$ cat config.mk
export PLATFORM = sky130hd
export DESIGN_NAME = mcp_pwm_unit
export DESIGN_NICKNAME = d
export VERILOG_FILES = /design/src/mcp_pkg.sv /design/src/mcp_pwm_unit.sv
export SDC_FILE = /design/constraint.sdc
export NUM_CORES = 1
export LEC_CHECK = 0
export BUFFER_PORTS_ARGS = -buffer_cell sky130_fd_sc_hd__buf_2
export CAP_MARGIN = 20
export CORE_ASPECT_RATIO = 0.75
export CORE_MARGIN = 2
export CORE_UTILIZATION = 59
export CTS_CLUSTER_SIZE = 10
export DETAILED_ROUTE_END_ITERATION = 6
export PLACE_DENSITY_LB_ADDON = 0.1
export SLEW_MARGIN = 40
export SYNTH_ARGS = -nofsm -noshare
export SYNTH_HDL_FRONTEND = slang
export SYNTH_SLANG_ARGS = --single-unit
$ cat constraint.sdc
create_clock -name pclk -period 3.9 [get_ports pclk]
set_input_delay 0.39 -clock pclk [delete_from_list [all_inputs] [get_ports pclk]]
set_output_delay 0.39 -clock pclk [all_outputs]
set_load 0.01 [all_outputs]
$ cat src/mcp_pkg.sv
/*
  Shared constants, types and the register map of the motor control pwm unit.
  Assumes a 32-bit APB master and byte addresses on paddr.
*/
package mcp_pkg;

  // ---------------------------------------------------------------
  // register map (byte offsets)
  // ---------------------------------------------------------------
  localparam logic [11:0] OFS_TB_CTRL  = 12'h000;
  localparam logic [11:0] OFS_PER_BUF  = 12'h004;
  localparam logic [11:0] OFS_DUTY1    = 12'h008;
  localparam logic [11:0] OFS_DUTY2    = 12'h00c;
  localparam logic [11:0] OFS_DUTY3    = 12'h010;
  localparam logic [11:0] OFS_SEV_CMP  = 12'h014;
  localparam logic [11:0] OFS_OUT_CTL2 = 12'h018;
  localparam logic [11:0] OFS_TB_COUNT = 12'h01c;
  localparam logic [11:0] OFS_IRQ_STS  = 12'h020;
  localparam logic [11:0] OFS_IRQ_CLR  = 12'h024;
  localparam logic [11:0] OFS_IRQ_EN   = 12'h028;

  // ---------------------------------------------------------------
  // field positions
  // ---------------------------------------------------------------
  localparam int unsigned TB_EN_BIT     = 0;
  localparam int unsigned TB_MODE_LSB   = 1;
  localparam int unsigned TB_SIDL_BIT   = 3;
  localparam int unsigned SEV_DIR_BIT   = 16;
  localparam int unsigned OC2_UPDATE_DISABLE_BIT  = 0;
  localparam int unsigned OC2_POST_LSB  = 1;
  localparam int unsigned OC2_FEN_LSB   = 5;
  localparam int unsigned OC2_FLVL_LSB  = 8;
  localparam int unsigned CNT_ST_LSB    = 16;

  localparam int unsigned IRQ_TOP   = 0;
  localparam int unsigned IRQ_BOT   = 1;
  localparam int unsigned IRQ_FAULT = 2;
  localparam int unsigned IRQ_SEV   = 3;
  localparam int unsigned IRQ_WAKE  = 4;
  localparam int unsigned IRQ_W     = 5;

  // ---------------------------------------------------------------
  // reset values
  // ---------------------------------------------------------------
  localparam logic [15:0] RST_PERIOD = 16'hffff;
  localparam logic [15:0] RST_DUTY   = 16'h0000;
  localparam logic [15:0] RST_SEV    = 16'h0000;
  localparam logic [3:0]  RST_POST   = 4'h0;

  // ---------------------------------------------------------------
  // types
  // ---------------------------------------------------------------
  typedef enum logic [1:0] {
    MODE_FREE     = 2'h0,
    MODE_SINGLE   = 2'h1,
    MODE_UPDN     = 2'h2,
    MODE_UPDN_DBL = 2'h3
  } mcp_mode_t;

  typedef enum logic [1:0] {
    TB_IDLE = 2'h0,
    TB_UP   = 2'h1,
    TB_DOWN = 2'h3,
    TB_DONE = 2'h2
  } mcp_tb_state_t;

  typedef struct packed {
    logic [2:0] high_output;
    logic [2:0] low_output;
  } mcp_pins_t;

endpackage : mcp_pkg

$ cat src/mcp_pwm_unit.sv
/*
  Motor control pwm unit: time base, three duty generators, fault override,
  update lockout, special event trigger with postscaler, APB register slave.
  Assumes fault_a_input is an asynchronous pin; sleep_mode and idle_mode come
  from core logic on pclk.
*/
// Implementation choices: the APB slave port and the register offsets.
// What this block does
// - three duty generators drive three high/low output pairs
// - low output of each pair is the inverse of its high output unless a fault forces the pair
// - time base, period and duty compares are sixteen bits wide
// - edge-aligned or centre-aligned waveforms chosen by time base mode
// - single pulse mode produces one period then stops the time base
// - up/down double mode also loads at the top turn for asymmetrical duty updates
// - asserted fault forces enabled pairs to their programmed levels
// - update_disable set blocks every duty and period buffer load
// - special event trigger pulses toward the A/D converter
// - special event fires when time_base_count equals event_compare_value
// - in up/down mode event_count_direction picks the counting phase
// - event_count_direction is ignored in other time base modes
// - event_postscale_select divides special events from 1:1 to 1:16
// - postscaler count clears on event_compare_value write and on reset
// - fault_a_input low during sleep raises a wake interrupt
// - idle_stop_select set halts the unit while idle lasts
`timescale 1ns/10ps
module mcp_pwm_unit (
  input  wire logic              pclk,
  input  wire logic              presetn,
  input  wire logic              psel,
  input  wire logic              penable,
  input  wire logic              pwrite,
  input  wire logic [11:0]       paddr,
  input  wire logic [31:0]       pwdata,
  output logic      [31:0]       prdata,
  output logic                   pready,
  output logic                   pslverr,
  input  wire logic              fault_a_input,
  input  wire logic              sleep_mode,
  input  wire logic              idle_mode,
  output mcp_pkg::mcp_pins_t     pwm_pins,
  output logic                   adc_trigger,
  output logic                   irq
);

  // ---------------------------------------------------------------
  // declarations
  // ---------------------------------------------------------------
  logic                  pready_ff;
  logic                  pslverr_ff;
  logic [31:0]           prdata_ff;
  logic [31:0]           nxt_prdata;
  logic                  nxt_hit;
  logic                  tb_en_ff;
  mcp_pkg::mcp_mode_t    mode_ff;
  logic                  idle_stop_ff;
  logic [15:0]           per_buf_ff;
  logic [15:0]           per_act_ff;
  logic [15:0]           duty_buf_ff [0:2];
  logic [15:0]           duty_act_ff [0:2];
  logic [15:0]           sev_val_ff;
  logic                  sev_dir_ff;
  logic                  update_disable_ff;
  logic [3:0]            post_sel_ff;
  logic [2:0]            flt_en_ff;
  logic [5:0]            flt_lvl_ff;
  logic [15:0]           cnt_ff;
  mcp_pkg::mcp_tb_state_t st_ff;
  logic [3:0]            post_cnt_ff;
  logic                  trig_ff;
  logic [4:0]            sts_ff;
  logic [4:0]            ien_ff;
  logic                  irq_ff;
  logic                  flt_meta_ff;
  logic                  flt_sync_ff;
  mcp_pkg::mcp_pins_t    pins_ff;
  mcp_pkg::mcp_pins_t    nxt_pins;
  logic                  wr_go;
  logic                  rd_go;
  logic                  run;
  logic                  updn;
  logic                  at_top;
  logic                  top_evt;
  logic                  bot_evt;
  logic                  bnd;
  logic                  load;
  logic                  sev_hit;
  logic                  fault_act;
  logic [4:0]            sts_set;

  function automatic logic wr_at(input logic [11:0] ofs);
    wr_at = wr_go && (paddr == ofs);
  endfunction : wr_at

  assign pready      = pready_ff;
  assign pslverr     = pslverr_ff;
  assign prdata      = prdata_ff;
  assign pwm_pins    = pins_ff;
  assign adc_trigger = trig_ff;
  assign irq         = irq_ff;

  // ---------------------------------------------------------------
  // apb slave
  // ---------------------------------------------------------------
  // one wait state: data is registered on the same edge that raises pready
  assign rd_go = psel && penable && !pready_ff;
  assign wr_go = psel && penable && pready_ff && pwrite;

  always_comb begin
    nxt_prdata = 32'h0;
    nxt_hit    = 1'b1;
    case (paddr)
      mcp_pkg::OFS_TB_CTRL:  nxt_prdata = {28'h0, idle_stop_ff, mode_ff, tb_en_ff};
      mcp_pkg::OFS_PER_BUF:  nxt_prdata = {16'h0, per_buf_ff};
      mcp_pkg::OFS_DUTY1:    nxt_prdata = {16'h0, duty_buf_ff[0]};
      mcp_pkg::OFS_DUTY2:    nxt_prdata = {16'h0, duty_buf_ff[1]};
      mcp_pkg::OFS_DUTY3:    nxt_prdata = {16'h0, duty_buf_ff[2]};
      mcp_pkg::OFS_SEV_CMP:  nxt_prdata = {15'h0, sev_dir_ff, sev_val_ff};
      mcp_pkg::OFS_OUT_CTL2: nxt_prdata = {18'h0, flt_lvl_ff, flt_en_ff, post_sel_ff, update_disable_ff};
      mcp_pkg::OFS_TB_COUNT: nxt_prdata = {14'h0, st_ff, cnt_ff};
      mcp_pkg::OFS_IRQ_STS:  nxt_prdata = {27'h0, sts_ff};
      mcp_pkg::OFS_IRQ_CLR:  nxt_prdata = 32'h0;
      mcp_pkg::OFS_IRQ_EN:   nxt_prdata = {27'h0, ien_ff};
      default:               nxt_hit    = 1'b0;
    endcase
  end

  always_ff @(posedge pclk or negedge presetn) begin
    if (!presetn) begin
      pready_ff  <= 1'b0;
      pslverr_ff <= 1'b0;
      prdata_ff  <= 32'h0;
    end else begin
      pready_ff  <= rd_go;
      pslverr_ff <= rd_go && !nxt_hit;
      if (rd_go) begin
        prdata_ff <= pwrite ? 32'h0 : nxt_prdata;
      end
    end
  end

  // ---------------------------------------------------------------
  // control registers
  // ---------------------------------------------------------------
  always_ff @(posedge pclk or negedge presetn) begin
    if (!presetn) begin
      tb_en_ff     <= 1'b0;
      mode_ff      <= mcp_pkg::MODE_FREE;
      idle_stop_ff <= 1'b0;
    end else if (wr_at(mcp_pkg::OFS_TB_CTRL)) begin
      tb_en_ff     <= pwdata[mcp_pkg::TB_EN_BIT];
      mode_ff      <= mcp_pkg::mcp_mode_t'(pwdata[mcp_pkg::TB_MODE_LSB +: 2]);
      idle_stop_ff <= pwdata[mcp_pkg::TB_SIDL_BIT];
    end else if (st_ff == mcp_pkg::TB_DONE) begin
      tb_en_ff <= 1'b0;
    end
  end

  always_ff @(posedge pclk or negedge presetn) begin
    if (!presetn) begin
      per_buf_ff     <= mcp_pkg::RST_PERIOD;
      duty_buf_ff[0] <= mcp_pkg::RST_DUTY;
      duty_buf_ff[1] <= mcp_pkg::RST_DUTY;
      duty_buf_ff[2] <= mcp_pkg::RST_DUTY;
      sev_val_ff     <= mcp_pkg::RST_SEV;
      sev_dir_ff     <= 1'b0;
      update_disable_ff        <= 1'b0;
      post_sel_ff    <= mcp_pkg::RST_POST;
      flt_en_ff      <= 3'h0;
      flt_lvl_ff     <= 6'h0;
    end else begin
      if (wr_at(mcp_pkg::OFS_PER_BUF)) per_buf_ff <= pwdata[15:0];
      if (wr_at(mcp_pkg::OFS_DUTY1)) duty_buf_ff[0] <= pwdata[15:0];
      if (wr_at(mcp_pkg::OFS_DUTY2)) duty_buf_ff[1] <= pwdata[15:0];
      if (wr_at(mcp_pkg::OFS_DUTY3)) duty_buf_ff[2] <= pwdata[15:0];
      if (wr_at(mcp_pkg::OFS_SEV_CMP)) begin
        sev_val_ff <= pwdata[15:0];
        sev_dir_ff <= pwdata[mcp_pkg::SEV_DIR_BIT];
      end
      if (wr_at(mcp_pkg::OFS_OUT_CTL2)) begin
        update_disable_ff     <= pwdata[mcp_pkg::OC2_UPDATE_DISABLE_BIT];
        post_sel_ff <= pwdata[mcp_pkg::OC2_POST_LSB +: 4];
        flt_en_ff   <= pwdata[mcp_pkg::OC2_FEN_LSB +: 3];
        flt_lvl_ff  <= pwdata[mcp_pkg::OC2_FLVL_LSB +: 6];
      end
    end
  end

  // ---------------------------------------------------------------
  // time base
  // ---------------------------------------------------------------
  assign run     = tb_en_ff && !sleep_mode && !(idle_mode && idle_stop_ff);
  assign updn    = mode_ff[1];
  // >= keeps the count bounded if a shorter period lands at a boundary
  assign at_top  = cnt_ff >= per_act_ff;
  assign top_evt = run && (st_ff == mcp_pkg::TB_UP) && at_top;
  assign bot_evt = run && (st_ff == mcp_pkg::TB_DOWN) && (cnt_ff == 16'h0);
  assign bnd     = (top_evt && (!updn || mode_ff == mcp_pkg::MODE_UPDN_DBL)) || bot_evt;

  always_ff @(posedge pclk or negedge presetn) begin
    if (!presetn) begin
      st_ff  <= mcp_pkg::TB_IDLE;
      cnt_ff <= 16'h0;
    end else if (!tb_en_ff) begin
      st_ff  <= mcp_pkg::TB_IDLE;
      cnt_ff <= 16'h0;
    end else if (run) begin
      case (st_ff)
        mcp_pkg::TB_IDLE: st_ff <= mcp_pkg::TB_UP;
        mcp_pkg::TB_UP: begin
          if (!at_top) begin
            cnt_ff <= cnt_ff + 16'h1;
          end else if (updn) begin
            st_ff  <= mcp_pkg::TB_DOWN;
            cnt_ff <= (cnt_ff == 16'h0) ? 16'h0 : cnt_ff - 16'h1;
          end else if (mode_ff == mcp_pkg::MODE_SINGLE) begin
            st_ff <= mcp_pkg::TB_DONE;
          end else begin
            cnt_ff <= 16'h0;
          end
        end
        mcp_pkg::TB_DOWN: begin
          if (cnt_ff == 16'h0) begin
            st_ff  <= mcp_pkg::TB_UP;
            cnt_ff <= 16'h1;
          end else begin
            cnt_ff <= cnt_ff - 16'h1;
          end
        end
        mcp_pkg::TB_DONE: st_ff <= mcp_pkg::TB_DONE;
        default:          st_ff <= mcp_pkg::TB_IDLE;
      endcase
    end
  end

  // ---------------------------------------------------------------
  // buffered period and duty
  // ---------------------------------------------------------------
  // while stopped there is no period to tear, so loads pass at once
  assign load = !update_disable_ff && (bnd || !tb_en_ff);

  always_ff @(posedge pclk or negedge presetn) begin
    if (!presetn) begin
      per_act_ff     <= mcp_pkg::RST_PERIOD;
      duty_act_ff[0] <= mcp_pkg::RST_DUTY;
      duty_act_ff[1] <= mcp_pkg::RST_DUTY;
      duty_act_ff[2] <= mcp_pkg::RST_DUTY;
    end else if (load) begin
      per_act_ff     <= per_buf_ff;
      duty_act_ff[0] <= duty_buf_ff[0];
      duty_act_ff[1] <= duty_buf_ff[1];
      duty_act_ff[2] <= duty_buf_ff[2];
    end
  end

  // ---------------------------------------------------------------
  // fault input and outputs
  // ---------------------------------------------------------------
  always_ff @(posedge pclk or negedge presetn) begin
    if (!presetn) begin
      flt_meta_ff <= 1'b1;
      flt_sync_ff <= 1'b1;
    end else begin
      flt_meta_ff <= fault_a_input;
      flt_sync_ff <= flt_meta_ff;
    end
  end

  assign fault_act = !flt_sync_ff;

  always_comb begin
    nxt_pins = '0;
    for (int p = 0; p < 3; p++) begin
      nxt_pins.high_output[p] = (st_ff == mcp_pkg::TB_UP || st_ff == mcp_pkg::TB_DOWN)
                                && (cnt_ff < duty_act_ff[p]);
      nxt_pins.low_output[p]  = !nxt_pins.high_output[p];
      if (fault_act && flt_en_ff[p]) begin
        nxt_pins.high_output[p] = flt_lvl_ff[p];
        nxt_pins.low_output[p]  = flt_lvl_ff[p+3];
      end
    end
  end

  always_ff @(posedge pclk or negedge presetn) begin
    if (!presetn) begin
      pins_ff <= '{high_output: 3'h0, low_output: 3'h7};
    end else begin
      pins_ff <= nxt_pins;
    end
  end

  // ---------------------------------------------------------------
  // special event trigger
  // ---------------------------------------------------------------
  assign sev_hit = run && (st_ff == mcp_pkg::TB_UP || st_ff == mcp_pkg::TB_DOWN)
                   && (cnt_ff == sev_val_ff)
                   && (!updn || (sev_dir_ff ? st_ff == mcp_pkg::TB_DOWN : st_ff == mcp_pkg::TB_UP));

  always_ff @(posedge pclk or negedge presetn) begin
    if (!presetn) begin
      post_cnt_ff <= 4'h0;
      trig_ff     <= 1'b0;
    end else if (wr_at(mcp_pkg::OFS_SEV_CMP)) begin
      post_cnt_ff <= 4'h0;
      trig_ff     <= 1'b0;
    end else if (sev_hit && post_cnt_ff == post_sel_ff) begin
      post_cnt_ff <= 4'h0;
      trig_ff     <= 1'b1;
    end else begin
      post_cnt_ff <= sev_hit ? post_cnt_ff + 4'h1 : post_cnt_ff;
      trig_ff     <= 1'b0;
    end
  end

  // ---------------------------------------------------------------
  // interrupts
  // ---------------------------------------------------------------
  always_comb begin
    sts_set            = '0;
    sts_set[mcp_pkg::IRQ_TOP]   = top_evt;
    sts_set[mcp_pkg::IRQ_BOT]   = bot_evt;
    sts_set[mcp_pkg::IRQ_FAULT] = fault_act && (|flt_en_ff);
    sts_set[mcp_pkg::IRQ_SEV]   = trig_ff;
    sts_set[mcp_pkg::IRQ_WAKE]  = sleep_mode && fault_act;
  end

  always_ff @(posedge pclk or negedge presetn) begin
    if (!presetn) begin
      sts_ff <= '0;
      ien_ff <= '0;
      irq_ff <= 1'b0;
    end else begin
      // set beats a same-cycle clear so no event is lost
      sts_ff <= (sts_ff & ~(wr_at(mcp_pkg::OFS_IRQ_CLR) ? pwdata[4:0] : 5'h0)) | sts_set;
      if (wr_at(mcp_pkg::OFS_IRQ_EN)) ien_ff <= pwdata[4:0];
      irq_ff <= |(sts_ff & ien_ff);
    end
  end
endmodule : mcp_pwm_unit

==> results of run 1 <==
==> cells in the final DEF (no fill, tap or decap), drive strengths merged, types with 4 or more instances in the layout <==
cell type	n
ha	68
o22ai	4
a222oi	14
inv	76
or4	8
nand2	61
dfstp	37
nor3	32
dfrtp	188
o21ai	41
conb	14
and3	10
a31oi	9
nor2	49
mux2	178
nand2b	9
a211oi	9
a21oi	41
mux2i	10
nand4	18
a221oi	4
buf	111
xor2	7
clkbuf	46
xnor2	17
or2	4
a22oi	23
o32ai	4
nor4	10
or3	9
a21o	30
nand3	25
o31ai	4
==> cell families after synthesis <==
logic type,count (synthesis),share of synthesized area
adder cells (fa/ha/maj),68,0.0693
flip-flops,225,0.462
XOR/XNOR,24,0.0171
AND/OR/NAND/NOR,253,0.107
AO/OA/AOI/OAI,211,0.120
other,1,0.000305
multiplexers,188,0.171
buffers and inverters,143,0.0527
==> where the power goes <==
group	leakage, nW	internal (W)	switching, W
sequential	2.99	0.00236	0.0000400
clock	0.365	0.00127	0.000964
combinational	3.23	0.000303	0.000509
total	6.58	0.00393	0.00151
==> routing by layer <==
| metal | share of wire | GRT usage | vias to the layer above |
|---|---|---|---|
| met5 | 0.00080 | 0 | - |
| met4 | 0.019 | 0.0578 | 4 |
| met3 | 0.10 | 0.0812 | 61 |
| met2 | 0.41 | 0.463 | 495 |
| met1 | 0.46 | 0.507 | 4741 |
| li1 | - | - | 4214 |
==> per-stage QoR <==
step,hold slack (ns),std cells,power (W)
2_1_floorplan,0.0944,1126,0.00298
3_3_place_gp,0.347,1451,0.00322
3_5_place_dp,0.339,1452,0.00323
4_1_cts,0.0851,1502,0.00546
5_1_grt,0.0911,1502,0.00565
6_report,0.0928,1502,0.00545
==> critical path: stages (launching register included) <==
cell	delay [ns]
dfrtp_1	0.58
ha_1	0.43
nand4_1	0.14
nor3_1	0.50
nand3_1	0.17
nand3_1	0.28
o2111ai_1	0.22
a31oi_4	0.26
buf_12	0.29
mux2_2	0.38
==> state kept, by name, summed over array words and instances (netlist names), 5 cells and up <==
| signal | cells |
|---|---|
| cnt_ff | 16 |
| duty_act_ff | 48 |
| duty_buf_ff | 48 |
| flt_lvl_ff | 6 |
| ien_ff | 5 |
| per_act_ff | 16 |
| per_buf_ff | 16 |
| prdata | 18 |
| pwm_pins | 6 |
| sev_val_ff | 16 |
| sts_ff | 5 |
==> layout make-up <==
| cell class | instances | area [um2] | area share |
|---|---|---|---|
| Clock buffer | 46 | 736 | 0.0528 |
| Clock inverter | 2 | 35.0 | 0.00252 |
| Inverter | 76 | 285 | 0.0205 |
| Multi-Input combinational cell | 758 | 6060 | 0.435 |
| Sequential cell | 225 | 5680 | 0.408 |
| Tap cell | 282 | 353 | 0.0253 |
| Timing Repair Buffer | 113 | 773 | 0.0555 |
==> timing repair <==
item | 4_1_cts | 5_1_grt
endpoints found under the setup margin | 0 | 0
hold buffers | 2 | 0
hold endpoints to repair | 41 | 0
==> path summary, 6_finish.rpt <==
path / startpoint / to / cells after the start
setup / recovery: cnt_ff[15]$_DFFE_PN0P_ / duty_act_ff[30]$_DFFE_PN0P_ / 9
hold / removal: pwdata[16] / sev_dir_ff$_DFFE_PN0P_ / 2
setup reg to reg: cnt_ff[15]$_DFFE_PN0P_ / duty_act_ff[30]$_DFFE_PN0P_ / 9
hold reg to reg: flt_meta_ff$_DFF_PN1_ / flt_sync_ff$_DFF_PN1_ / 0
max in group asynchronous: presetn / per_buf_ff[8]$_DFFE_PN1P_ / 4
min in group asynchronous: presetn / prdata[13]$_DFFE_PN0P_ / 2
==> results.toml, run 1 <==
[route]
drt-pass1-iter-count = 7
antenna_left = 0
drt_iter0_markers = 1224
drc = 1
vias_per_cell = 6.33
routed-via-count = 9515
wl_um = 35000
wire_per_inst_um = 23.3

[power_and_ir_drop]
peakVddDrop_mv = 0.289
leakage_nw = 6.58
cellPowerDensity_mw_per_mm2 = 391

[cts]
clkTransAtPathRegs_ns = 0.06
clock_latency_ns = 0.54
cts-htree-levels = 1
cts_root_buf = "clkbuf_16"
post_cts_resized = 0
post_cts_buffers = 0
cts_tree = "built"
numClockSinks = 225
max-clock-path-buffers = 3
cts_made_buffers = 26

[yosys]
netlist_top_cells_count = "188 x dfrtp_1, 164 x mux2_2, 76 x inv_1"
yosys_warnings = 0
synth.cell_area_mm2 = 0.0123
synth.top_cell.area_share = 0.383
yosysSeqAreaShare = 0.462
ys_async_sr_fraction = 1.00
synth.distinct_cells = 67
synth_area_leaders = "dfrtp_1 38%, mux2_2 15%, dfstp_2 7.9%, ha_1 6.9%, inv_1 2.3%"
ys_ff_latch = 225
synthCells = 1113
yosysTopAreaCell = "dfrtp_1"
synth_edf_count = 0
syn_area_per_cell_um2 = 11.0
yosysMostFrequentCell = "dfrtp_1"
synth_flop_cell = "dfrtp_1"

[timing]
tns_ns = 0
timing.final.crit_period_ns = 3.41
fin_crit_sh = 0.875
rsz0062_at_grt = "false"
final_max_slew_viol_count = 0
tightestPinTransition_ns = 0.878
setup_viol = 0
skew_ns = 0.0124
fin_ws_ns = 0.488
finalHoldViolCount = 0
fmax_mhz = 293
slew_headroom = 0.410

[global_route]
grtUsageTotal = 0.325
grt_pass1_wl_um = 54000
grt_pass1_vias = 9105
overflow = 0
grt_max_degree = 73
antenna_found_initial = 3

[critical_path]
criticalPathCategory = "register to register"
critical_path_arrival_ns = 3.84
critPathLaunchType = "register"
cp.required_ns = 4.33
r2r_slack_ns = 0.49
crit_fanout = 48
endpoint_kind = "register"

[placed_design]
place_ws_ns = 0.537
placed_cell_area_mm2 = 0.0131
port-buffer-count = 64
place.gp.congestion = 0.896
hpwl_um = 24400

[die]
die_x_um = 171
io_pins = 94
num_rows = 45
dieArea_mm2 = 0.0220
start_util = 0.604
core_area_mm2 = 0.0203
die_h_um = 129

[finish]
fin_util = 0.685
final_nets = 1320
area_growth_pct = 13.4
drive_gt1_frac = 0.299
antenna_cells = 0
fillers = 1565
stdcell_area_mm2 = 0.0139

[worst_hold_path]
hold_path_class = "input pin to register"

[run_status]
violations = "design-rule violations"
outcome = "complete, but fails checks"

[job]
drv_cap = 0
No activity file was read; power rests on OpenSTA's default activity.
==> run 2: changes to the inputs <==
--- a/config.mk
+++ b/config.mk
@@ -13,6 +13,7 @@
 export CTS_CLUSTER_SIZE = 10
 export DETAILED_ROUTE_END_ITERATION = 6
 export PLACE_DENSITY_LB_ADDON = 0.1
+export REMOVE_ABC_BUFFERS = 1
 export SLEW_MARGIN = 40
 export SYNTH_ARGS = -nofsm -noshare
 export SYNTH_HDL_FRONTEND = slang
==> run 2 against run 1 <==
  * The flow now finishes without violations
  * Combinational power increased by 2.7%
  * Power increased by 1.1%
  * Sequential share of layout area about the same
  * Largest power group unchanged
  * First-iteration DRC count decreased by 8.4%
  * Die area unchanged
  * Register-to-register slack improved by 0.11 ns
  * Final area about the same
  * Global-route usage increased by 0.098 points
  * Worst hold slack improved by 0.043 ns
  * Setup slack improved by 0.11 ns
==> results.toml, run 2 (synthesized netlist as in run 1, its figures left out) <==
[timing]
whs_ns = 0.136
setup_viol = 0
tns_ns = 0
timing.final.crit_period_ns = 3.30
slew_headroom = 0.484
tightestPinTransition_ns = 0.773
final_max_slew_viol_count = 0
fmax_mhz = 303
finalHoldViolCount = 0
fin_crit_sh = 0.847
rsz0062_at_grt = "false"
skew_ns = 0.00823

[critical_path]
crit_end = "duty_act_ff[23]$_DFFE_PN0P_"
r2r-end = "duty_act_ff[23]$_DFFE_PN0P_"
critPathLaunch = "cnt_ff[15]$_DFFE_PN0P_"
cp.required_ns = 4.30
crit_fanout = 51
criticalPathCategory = "register to register"
r2r_slack_ns = 0.60
critPathLaunchType = "register"
endpoint_kind = "register"
r2r_cells = 9
critical_path_arrival_ns = 3.71
reg2reg_from = "cnt_ff[15]$_DFFE_PN0P_"

[global_route]
use_met1 = 0.499
grtUsageMet2 = 0.467
grt_pass1_vias = 9045
grt_max_degree = 66
top_usage_layer = "met1"
antenna_found_initial = 0
grt_pass1_wl_um = 54000
grtUsageTotal = 0.326
grtUsageMet3 = 0.0658
overflow = 0

[placed_design]
hpwl_um = 24500
place.gp.congestion = 0.910
placed_cell_area_mm2 = 0.0131
port-buffer-count = 64
place_inst = 1451

[cts]
post_cts_buffers = 0
numClockSinks = 225
clock_latency_ns = 0.53
cts-htree-levels = 1
cts_tree = "built"
max-clock-path-buffers = 3
cts_made_buffers = 26
clkTransAtPathRegs_ns = 0.06
cts_root_buf = "clkbuf_16"

[finish]
antenna_cells = 0
fin_util = 0.684
final_nets = 1319
drive_gt1_frac = 0.299
final_common_cell = "dfrtp_1"
stdcell_area_mm2 = 0.0139
stdcell_count = 1501
layout.cells.most_common_list = "188 x dfrtp_1, 164 x mux2_2, 76 x inv_1"
area_growth_pct = 13.3

[power_and_ir_drop]
peakVddDrop_mv = 0.343
cellPowerDensity_mw_per_mm2 = 396
leakage_nw = 6.60

[die]
start_util = 0.604
die_h_um = 129
dieArea_mm2 = 0.0220
num_rows = 45
core_area_mm2 = 0.0203
die_x_um = 171
io_pins = 94

[worst_hold_path]
hold_path_class = "input pin to register"
hold_path_depth = 2

[route]
vias_per_cell = 6.33
antenna_left = 0
routed-via-count = 9499
wl_um = 35100
wire_per_inst_um = 23.4
drc = 0
drt_iter0_markers = 1121
drt-pass1-iter-count = 5

[job]
drv_cap = 0

[run_status]
outcome = "complete, no violations"
[run 2: changes by cell type in the layout (fill, tap and decap cells not counted), sizes merged]
cell    change
clkinv      -2
clkbuf      +2
buf         -1
[run 2: per-stage QoR]
| stage | worst slack, ns | total power [W] |
|---|---|---|
| final | 0.596 | 0.00551 |
| after global routing | 0.485 | 0.00569 |
| after CTS | 0.638 | 0.00552 |
| after detailed placement | 0.641 | 0.00325 |
| after global placement | 0.607 | 0.00324 |
| after floorplan | 0.242 | 0.00290 |
[run 2: report_power, final]
group,internal (W),leakage [nW],switching (W)
registers,0.00236,2.99,0.0000383
logic,0.000308,3.24,0.000526
clock network,0.00132,0.370,0.000953
total,0.00399,6.60,0.00152
[run 2: metal layers]
layer | wire (um) | vias to the layer above
met5 | 0 | -
met1 | 16000 | 4767
met3 | 3230 | 77
li1 | - | 4221
met4 | 1100 | 0
met2 | 14800 | 434
[run 2: repair_timing]
action,in CTS,in global routing
endpoints found under the hold margin,51,0
hold buffers,2,0
resized for setup,0,0
[run 2: worst min path at each step]
stage	startpoint	end
6_report	pwdata[16]	sev_dir_ff$_DFFE_PN0P_
3_3_place_gp	flt_meta_ff$_DFF_PN1_	flt_sync_ff$_DFF_PN1_
3_5_place_dp	flt_meta_ff$_DFF_PN1_	flt_sync_ff$_DFF_PN1_
5_1_grt	pwdata[16]	sev_dir_ff$_DFFE_PN0P_
2_1_floorplan	presetn	adc_trigger$_DFF_PN0_
4_1_cts	pwdata[16]	sev_dir_ff$_DFFE_PN0P_
[run 2: critical path, stage by stage, from the launching register on]
cell and delay [ns]:
dfrtp_1 0.53, ha_1 0.39, nand4_1 0.15, nor3_1 0.43, nand3_1 0.17, nand3_1 0.27, o2111ai_1 0.22, a31oi_4 0.27
buf_12 0.30, mux2_1 0.38
[run 2: final cells by class]
type / instances / area (um2)
Clock buffer: 48 / 774
Fill cell: 1535 / 6420
Inverter: 76 / 285
Multi-Input combinational cell: 758 / 6060
Sequential cell: 225 / 5680
Tap cell: 282 / 353
Timing Repair Buffer: 112 / 753
